<file path="src/inc/dual_port_consts.svh">
// Purpose: Constants for the dual converter parallel input data port.
// Assumes: One system clock stands in for the converter sample clock.
// Notes: Offsets and fields of the converter control map, kept for reference.
//
// Behaviour
// - Mode zero: each channel has its own bus
// - Mode one: bus one carries interleaved I/Q
// - Dual mode: framing low powers down path
// - Single mode source sends words twice rate
// - Data clock output runs at input rate; here a capture divide of one makes it toggle at half that rate
// - Single mode: framing high to I, low Q
// - Order zero: low word then high word
// - Order one: high word then low word
// - Dual mode: both buses captured same edge
// - Data clock is copy of capture clock; divisor codes 1-3 here slow it to one rise per 2 or 4 captures
// - Data clock is sample clock over product
// - Interpolation factor 1,2,4,8 from field
// - Zero stuff factor 1 or 2 by bit
// - Port mode factor half in single mode
// - Output divisor divides only data clock
// - No interpolation: reference timed, no sync
// - Higher sample clock: source drives sync
// - Sync sampled on internal sample clock
// - Sync asserted within one sample period
// - Sync rising edge every 32 cycles; here the source raises it only when sync_req_i rises
`ifndef DUAL_PORT_CONSTS_SVH
`define DUAL_PORT_CONSTS_SVH
`define DP_REG_INTERP 8'h01
`define DP_REG_PORT 8'h02
`define DP_REG_DCLK 8'h03
`define DP_INTERP_MSB 7
`define DP_INTERP_LSB 6
`define DP_ZSTUFF_BIT 0
`define DP_MODE_BIT 6
`define DP_ORDER_BIT 0
`define DP_DIV_MSB 5
`define DP_DIV_LSB 4
`define DP_RST_MODE 1'b0
`define DP_RST_ORDER 1'b0
`define DP_RST_DIV 2'h0
`define DP_SYNC_PERIOD 32
`define DP_MAX_BUS_MSPS 300
`define DP_CLK_NS 5
`endif

</file>
<file path="src/inc/dual_port_pkg.sv">
package dual_port_pkg;
   typedef enum logic [2:0] {
      PHASE_IDLE = 3'h1,
      PHASE_LOW = 3'h2,
      PHASE_HIGH = 3'h4
   } pair_phase_t;
   typedef logic [15:0] sample_t;
endpackage : dual_port_pkg

</file>
<file path="src/inc/dual_port_if.sv">
`timescale 1ns/1ps
interface dual_port_if;
   logic data_clock_out;
   logic [15:0] port_one_bus;
   logic [15:0] port_two_bus;
   logic frame_steer_input;
   logic sync_in;
   modport device (input port_one_bus, input port_two_bus, input frame_steer_input,
      input sync_in, output data_clock_out);
   modport source (output port_one_bus, output port_two_bus, output frame_steer_input,
      output sync_in, input data_clock_out);
endinterface : dual_port_if

</file>
<file path="src/hdl/dual_port_device.sv">
`timescale 1ns/1ps
// Purpose: Converter end of the parallel input data port.
// Assumes: sys_clk_i is the converter sample clock; data clock is a divided strobe of it.
// Notes: Captured pairs are delivered to the channels as one-cycle strobes.
module dual_port_device
   import dual_port_pkg::*;
#(
   parameter int DW = 16
) (
   // Clock and reset
   input wire logic sys_clk_i,
   input wire logic sys_rst_i,
   // Configuration
   input wire logic [1:0] interp_sel_i,
   input wire logic zero_stuff_i,
   input wire logic port_mode_i,
   input wire logic pair_order_i,
   input wire logic [1:0] output_clock_divisor_i,
   // Link
   dual_port_if.device link,
   // Channel outputs
   output logic [DW-1:0] chan_i_o,
   output logic [DW-1:0] chan_q_o,
   output logic chan_valid_o,
   output logic path_enabled_o,
   output logic sync_seen_o
);
   `include "dual_port_consts.svh"
   // ----------------------------------------
   // Configuration
   // ----------------------------------------
   // Mode, order and divisor code pass through flip-flops, so each follows its input one cycle later
   logic mode_q;
   logic order_q;
   logic [1:0] div_code_q;
   always_ff @(posedge sys_clk_i) begin
      if (sys_rst_i) begin
         mode_q <= `DP_RST_MODE;
         order_q <= `DP_RST_ORDER;
         div_code_q <= `DP_RST_DIV;
      end else begin
         mode_q <= port_mode_i;
         order_q <= pair_order_i;
         div_code_q <= output_clock_divisor_i;
      end
   end
   // ----------------------------------------
   // Divisor arithmetic
   // ----------------------------------------
   // Sample clocks per capture: interpolation x zero stuffing x port factor.
   // Worked at twice the value so the half factor of single mode stays whole.
   function automatic logic [5:0] capture_div(input logic [1:0] itp, input logic stuff,
      input logic single);
      logic [6:0] v;
      v = 7'h2 << itp;
      if (stuff) v = v << 1;
      if (single) v = v >> 1;
      v = v >> 1;
      // A half-sample rate cannot be counted; one word per clock is the floor
      return (v == 7'h0) ? 6'h1 : v[5:0];
   endfunction : capture_div
   logic [5:0] cap_div;
   logic [7:0] clk_div;
   logic [7:0] cnt_q;
   logic tick;
   assign cap_div = capture_div(interp_sel_i, zero_stuff_i, mode_q);
   // Divisor codes 0,1,2 map to 1,2,4 (3 taken as 4)
   assign clk_div = {2'h0, cap_div} << (div_code_q[1] ? 2'd2 :
      {1'b0, div_code_q[0]});
   // Capture strobe never uses the output divisor
   logic [5:0] cap_cnt_q;
   assign tick = cap_cnt_q == 6'h0;
   // ----------------------------------------
   // Sync and clock generation
   // ----------------------------------------
   logic sync_q;
   logic sync_rise;
   always_ff @(posedge sys_clk_i) begin
      if (sys_rst_i) begin
         sync_q <= 1'b0;
      end else begin
         sync_q <= link.sync_in;
      end
   end
   assign sync_rise = link.sync_in && !sync_q;
   // Sync realigns both dividers so capture lands on a fixed edge
   always_ff @(posedge sys_clk_i) begin
      if (sys_rst_i || sync_rise) begin
         cap_cnt_q <= 6'h0;
      end else if (cap_cnt_q >= cap_div - 6'h1) begin
         cap_cnt_q <= 6'h0;
      end else begin
         cap_cnt_q <= cap_cnt_q + 6'h1;
      end
   end
   always_ff @(posedge sys_clk_i) begin
      if (sys_rst_i || sync_rise) begin
         cnt_q <= 8'h0;
      end else if (cnt_q >= clk_div - 8'h1) begin
         cnt_q <= 8'h0;
      end else begin
         cnt_q <= cnt_q + 8'h1;
      end
   end
   logic dclk_q;
   // High for the first half; rises once every 1, 2 or 4 captures per divisor code.
   // Limitation: a divide of one can only toggle, so it runs at half rate.
   always_ff @(posedge sys_clk_i) begin
      if (sys_rst_i) begin
         dclk_q <= 1'b0;
      end else if (clk_div == 8'h1) begin
         dclk_q <= ~dclk_q;
      end else begin
         dclk_q <= cnt_q < (clk_div >> 1);
      end
   end
   assign link.data_clock_out = dclk_q;
   always_ff @(posedge sys_clk_i) begin
      if (sys_rst_i) begin
         sync_seen_o <= 1'b0;
      end else if (sync_rise) begin
         sync_seen_o <= 1'b1;
      end
   end
   // ----------------------------------------
   // Capture
   // ----------------------------------------
   pair_phase_t phase_q;
   logic [DW-1:0] hold_i_q;
   logic [DW-1:0] hold_q_q;
   logic frame_lvl;
   logic dual_take;
   logic pair_done;
   assign frame_lvl = link.frame_steer_input;
   // Dual mode takes both buses on one strobe, only while framing is high
   assign dual_take = !mode_q && tick && frame_lvl;
   // A pair closes on the first word whose level is opposite to its opener
   assign pair_done = mode_q && tick && ((phase_q == PHASE_LOW && frame_lvl) ||
      (phase_q == PHASE_HIGH && !frame_lvl));
   // ----------------------------------------
   // Pair tracking
   // ----------------------------------------
   always_ff @(posedge sys_clk_i) begin
      if (sys_rst_i || !mode_q) begin
         phase_q <= PHASE_IDLE;
      end else if (tick) begin
         case (phase_q)
            // Opener is low when order is 0, high when order is 1
            PHASE_IDLE: begin
               if (frame_lvl == order_q) begin
                  phase_q <= frame_lvl ? PHASE_HIGH : PHASE_LOW;
               end
            end
            PHASE_LOW: begin
               if (frame_lvl) begin
                  phase_q <= PHASE_IDLE;
               end
            end
            PHASE_HIGH: begin
               if (!frame_lvl) begin
                  phase_q <= PHASE_IDLE;
               end
            end
            default: begin
               phase_q <= PHASE_IDLE;
            end
         endcase
      end
   end
   // A repeat of the opener's level just replaces the held word
   always_ff @(posedge sys_clk_i) begin
      if (sys_rst_i) begin
         hold_i_q <= '0;
         hold_q_q <= '0;
      end else if (mode_q && tick) begin
         if (frame_lvl) begin
            hold_i_q <= link.port_one_bus;
         end else begin
            hold_q_q <= link.port_one_bus;
         end
      end
   end
   // ----------------------------------------
   // Channel delivery
   // ----------------------------------------
   always_ff @(posedge sys_clk_i) begin
      if (sys_rst_i) begin
         chan_i_o <= '0;
         chan_q_o <= '0;
      end else if (dual_take) begin
         chan_i_o <= link.port_one_bus;
         chan_q_o <= link.port_two_bus;
      end else if (pair_done) begin
         chan_i_o <= frame_lvl ? link.port_one_bus : hold_i_q;
         chan_q_o <= frame_lvl ? hold_q_q : link.port_one_bus;
      end
   end
   always_ff @(posedge sys_clk_i) begin
      if (sys_rst_i) begin
         chan_valid_o <= 1'b0;
      end else begin
         chan_valid_o <= dual_take || pair_done;
      end
   end
   // Single mode needs framing for steering, so the path stays up there
   always_ff @(posedge sys_clk_i) begin
      if (sys_rst_i) begin
         path_enabled_o <= 1'b0;
      end else begin
         path_enabled_o <= mode_q || frame_lvl;
      end
   end
endmodule : dual_port_device

</file>
<file path="src/flat_wrapper.sv">
// flat-port wrapper written by rule: the top's interface ports become plain ports
module dual_port_device_flat import dual_port_pkg::*;
#(
   parameter int DW = 16
)
  (sys_clk_i, sys_rst_i, interp_sel_i, zero_stuff_i, port_mode_i, pair_order_i, output_clock_divisor_i, chan_i_o, chan_q_o, chan_valid_o, path_enabled_o, sync_seen_o, link_port_one_bus, link_port_two_bus, link_frame_steer_input, link_sync_in, link_data_clock_out);
  dual_port_if link_i ();
  input wire logic sys_clk_i;
  input wire logic sys_rst_i;
  input wire logic [1:0] interp_sel_i;
  input wire logic zero_stuff_i;
  input wire logic port_mode_i;
  input wire logic pair_order_i;
  input wire logic [1:0] output_clock_divisor_i;
  output logic [DW-1:0] chan_i_o;
  output logic [DW-1:0] chan_q_o;
  output logic chan_valid_o;
  output logic path_enabled_o;
  output logic sync_seen_o;
  input wire logic [$bits(link_i.port_one_bus)-1:0] link_port_one_bus;
  input wire logic [$bits(link_i.port_two_bus)-1:0] link_port_two_bus;
  input wire logic [$bits(link_i.frame_steer_input)-1:0] link_frame_steer_input;
  input wire logic [$bits(link_i.sync_in)-1:0] link_sync_in;
  output wire logic [$bits(link_i.data_clock_out)-1:0] link_data_clock_out;
  assign link_i.port_one_bus = link_port_one_bus;
  assign link_i.port_two_bus = link_port_two_bus;
  assign link_i.frame_steer_input = link_frame_steer_input;
  assign link_i.sync_in = link_sync_in;
  assign link_data_clock_out = link_i.data_clock_out;
  dual_port_device #(.DW(DW)) u_core (.sys_clk_i(sys_clk_i), .sys_rst_i(sys_rst_i), .interp_sel_i(interp_sel_i), .zero_stuff_i(zero_stuff_i), .port_mode_i(port_mode_i), .pair_order_i(pair_order_i), .output_clock_divisor_i(output_clock_divisor_i), .link(link_i), .chan_i_o(chan_i_o), .chan_q_o(chan_q_o), .chan_valid_o(chan_valid_o), .path_enabled_o(path_enabled_o), .sync_seen_o(sync_seen_o));
endmodule
</file>
<file path="config.mk">
export PLATFORM = sky130hd
export DESIGN_NAME = dual_port_device_flat
export DESIGN_NICKNAME = d
export VERILOG_FILES = /design/src/inc/dual_port_pkg.sv /design/src/inc/dual_port_if.sv /design/src/hdl/dual_port_device.sv /design/src/flat_wrapper.sv
export VERILOG_INCLUDE_DIRS = /design/src /design/src/inc
export SDC_FILE = /design/constraint.sdc
export NUM_CORES = 1
export LEC_CHECK = 0
export BUFFER_PORTS_ARGS = -buffer_cell sky130_fd_sc_hd__buf_2
export CAP_MARGIN = 10
export CORE_ASPECT_RATIO = 1.75
export CORE_MARGIN = 3
export CORE_UTILIZATION = 25
export DETAILED_ROUTE_END_ITERATION = 10
export SLEW_MARGIN = 20
export SYNTH_ARGS = -nofsm -noshare
export SYNTH_HDL_FRONTEND = slang
export SYNTH_SLANG_ARGS = --single-unit
</file>
<file path="constraint.sdc">
create_clock -name sys_clk_i -period 5.9 [get_ports sys_clk_i]
set_input_delay 1.18 -clock sys_clk_i [delete_from_list [all_inputs] [get_ports sys_clk_i]]
set_output_delay 1.18 -clock sys_clk_i [all_outputs]
set_load 0.05 [all_outputs]
</file>
==> results.cfg <==
[worst_setup_path]
worst_ep_arrival_time_ps = 3600
cp_data_required_time_ps = 6170
end_kind = register
worst-r2r-cell-count = 10
endpoint = u_core.cnt_q[4]
r2r-end = u_core.cnt_q[4]
cp-start-kind = primary input
crit_fanout = 17
crit_path_start = interp_sel_i[0]
reg2reg_slack_ps = 2900
r2r-start = u_core.mode_q
crit_type = primary input to register

[finish]
final_util_pct = 29.87
final_common_cell = dfxtp_1
final.fill_count = 1961
n_antenna_cell = 0
drive_above_1_share_pct = 18.83
stdcell_area_um2 = 5393
nets = 657
final_cell_mix = 90 x dfxtp_1, 78 x buf_2, 66 x nand2_1, 55 x nor2_1, 53 x a21oi_1
fin_cells = 834
syn2layout_area_growth_pct = 17.15

[sta]
fmaxAchievable_ghz = 0.3005
max_slew.worst_pin.slew_ps = 1092
min_period_ps = 3328
skew_ps = 9.606
rsz0062_at_grt = no
tns_ps = 0
setup_viol = 0
slew_headroom_pct = 27.04
maxSlewViolCount = 0
period_share_pct = 56.41
finalHoldViolations = 0

[grt]
grt_overflow = 0
antenna_found_initial = 0
grt_pass1_vias = 3577
track_usage_pct = 11.34
grt_max_degree = 77
grt_pass1_wl_um = 18170

[place]
hpwl_um = 7966
gp_congestion = 0.7962
port_buffers = 78
place_area_um2 = 5109
place_inst = 818

[clock_network]
htreeDepth = 3
clk_latency_ps = 340
postCtsHoldBufs = 0
max-clock-path-buffers = 2
postCtsSetupBuffers = 0
root_buffer = clkbuf_16
cts_tree = built
clk_pin_slew_ps = 80
cts.sinks = 90
numCtsBuffers = 9
ctsResizeCount = 0

[flow_run]
max_cap_viol_count = 0

[floorplan]
start_util_pct = 25.50
fp.coreArea_um2 = 18050
std_cell_rows = 65
die_area_um2 = 20140
dieWidth_um = 108.6
ios = 79
dieHeight_um = 185.5

[route]
routed_via_density = 4.695
wirelength_um = 11380
drt_iter0_drc = 182
route.detailed.wl_per_inst_um = 13.65
vias = 3916
antenna_left = 0
drc = 0
first_pass_iters = 4

[synth]
synth_top_family_by_area = simple AND/OR/NAND/NOR gates
synth_cell_types = 59
ys_seq_area_share_pct = 39.14
syn_avg_cell_area_um2 = 8.524
ys_seq_elements = 90
synth_edf_count = 0
synth_xor_area_share_pct = 2.637
synthMuxAreaShare_pct = 7.176
async_flop_share_pct = 0
netlist_area_um2 = 4603
synth_compound_area_share_pct = 19.90
synth_adder_area_share_pct = 5.164
postSynthCellCount = 540
synth-simple-area-share_pct = 20.60
yosys_warnings = 0
synth-main-ff-cell = dfxtp_1

[hold_path]
min_path_type = register to register

[pwr]
p_leak_nw = 2.212
p_per_area_nw_per_um2 = 285.0
ir_drop_mv = 0.1151

[run_status]
status = finished, final reports clean
[critical path, cell delays in order]
cell	delay [ps]
buf_2	270
xor2_1	220
nor2_1	50
or4_1	400
a31oi_1	190
a31oi_1	100
nand2b_1	110
ha_1	220
a21o_1	150
a21o_1	160
a211o_1	390
a21oi_1	150
[cell families (layout without fill, tap and decap cells)]
logic type | count (synthesis) | after routing
AOI/OAI and AO/OA | 138 | 138
xor gates and xnor gates | 13 | 13
adders and majority gates | 19 | 19
buffers and inverters | 48 | 105
DFF | 90 | 90
muxes | 33 | 33
other | 1 | 4
and+or+nand+nor | 198 | 198
[flip-flops by register name, indices dropped and copies added, names as in the netlist]
register                    count
u_core.chan_i_o                16
u_core.chan_q_o                16
u_core.hold_i_q                16
u_core.hold_q_q                16
u_core.cnt_q                    8
u_core.cap_cnt_q                6
u_core.phase_q                  3
u_core.div_code_q               2
u_core.chan_valid_o             1
u_core.link.data_clock_out      1
u_core.mode_q                   1
u_core.order_q                  1
u_core.path_enabled_o           1
u_core.sync_q                   1
u_core.sync_seen_o              1
[synthesized netlist by cell type, drive strengths merged, types with 2 or more instances]
library cell  number  share of area [%]
a2111oi            4               0.90
a211oi            33                5.4
a21o               4               0.65
a21oi             53                5.8
a31oi              6               0.95
and3               2               0.27
buf               22                3.2
clkbuf            18                1.5
dfxtp             90                 39
ha                19                5.2
inv                8               0.65
mux2i             33                7.2
nand2             66                5.4
nand2b             7               0.95
nand3             28                3.0
nand3b             3               0.49
nand4bb            3               0.73
nor2              55                4.5
nor2b              7               0.95
nor3               5               0.65
nor3b              3               0.49
nor4               2               0.27
o211ai            19                3.2
o21ai              7               0.76
o21bai             2               0.33
o31ai              2               0.33
or2                3               0.41
or3                2               0.27
or3b               4               0.76
or4                2               0.33
xnor2              9                1.9
xor2               4               0.76
[metal layers]
layer  GRT usage [%]  routed length, um  up-vias
met5               0                  0        -
met1           13.88               4953     1792
met2           19.74               5839       74
li1                -                  -     2038
met3           1.701                361       12
met4           4.449                227        0
[stage by stage]
stage               power (W)  hold slack (ps)  setup slack (ps)
global placement    0.0009915            436.7              2272
finish               0.001537            452.8              2572
detailed placement  0.0009942            441.4              2238
global route         0.001613            469.8              2418
CTS                  0.001562            455.1              2589
floorplan           0.0009188            435.7              2565
[worst min-delay path by stage]
stage,start,endpoint,depth (start not counted)
2_1_floorplan,u_core.hold_i_q[0],u_core.hold_i_q[0],2
3_3_place_gp,u_core.chan_q_o[10],u_core.chan_q_o[10],2
3_5_place_dp,u_core.chan_q_o[5],u_core.chan_q_o[5],2
4_1_cts,u_core.hold_i_q[11],u_core.hold_i_q[11],2
5_1_grt,u_core.hold_i_q[11],u_core.hold_i_q[11],2
6_report,u_core.chan_q_o[14],u_core.chan_q_o[14],2
[layout make-up]
class / count / area, um2 / area share (%)
sequential: 90 / 1802 / 33.41
inverter: 8 / 30.03 / 0.5568
clock inverter: 7 / 58.81 / 1.090
tap: 234 / 292.8 / 5.429
clock buffer: 9 / 225.2 / 4.176
multi-input combinational: 405 / 2571 / 47.68
timing repair buffer: 81 / 412.9 / 7.657
[power by group]
part,internal [W],leakage (nW),switching (W)
combinational,0.0000974,1.34,0.000208
clock,0.000294,0.139,0.000266
sequential,0.000646,0.736,0.0000249
Power figures use the tool's default switching activity.
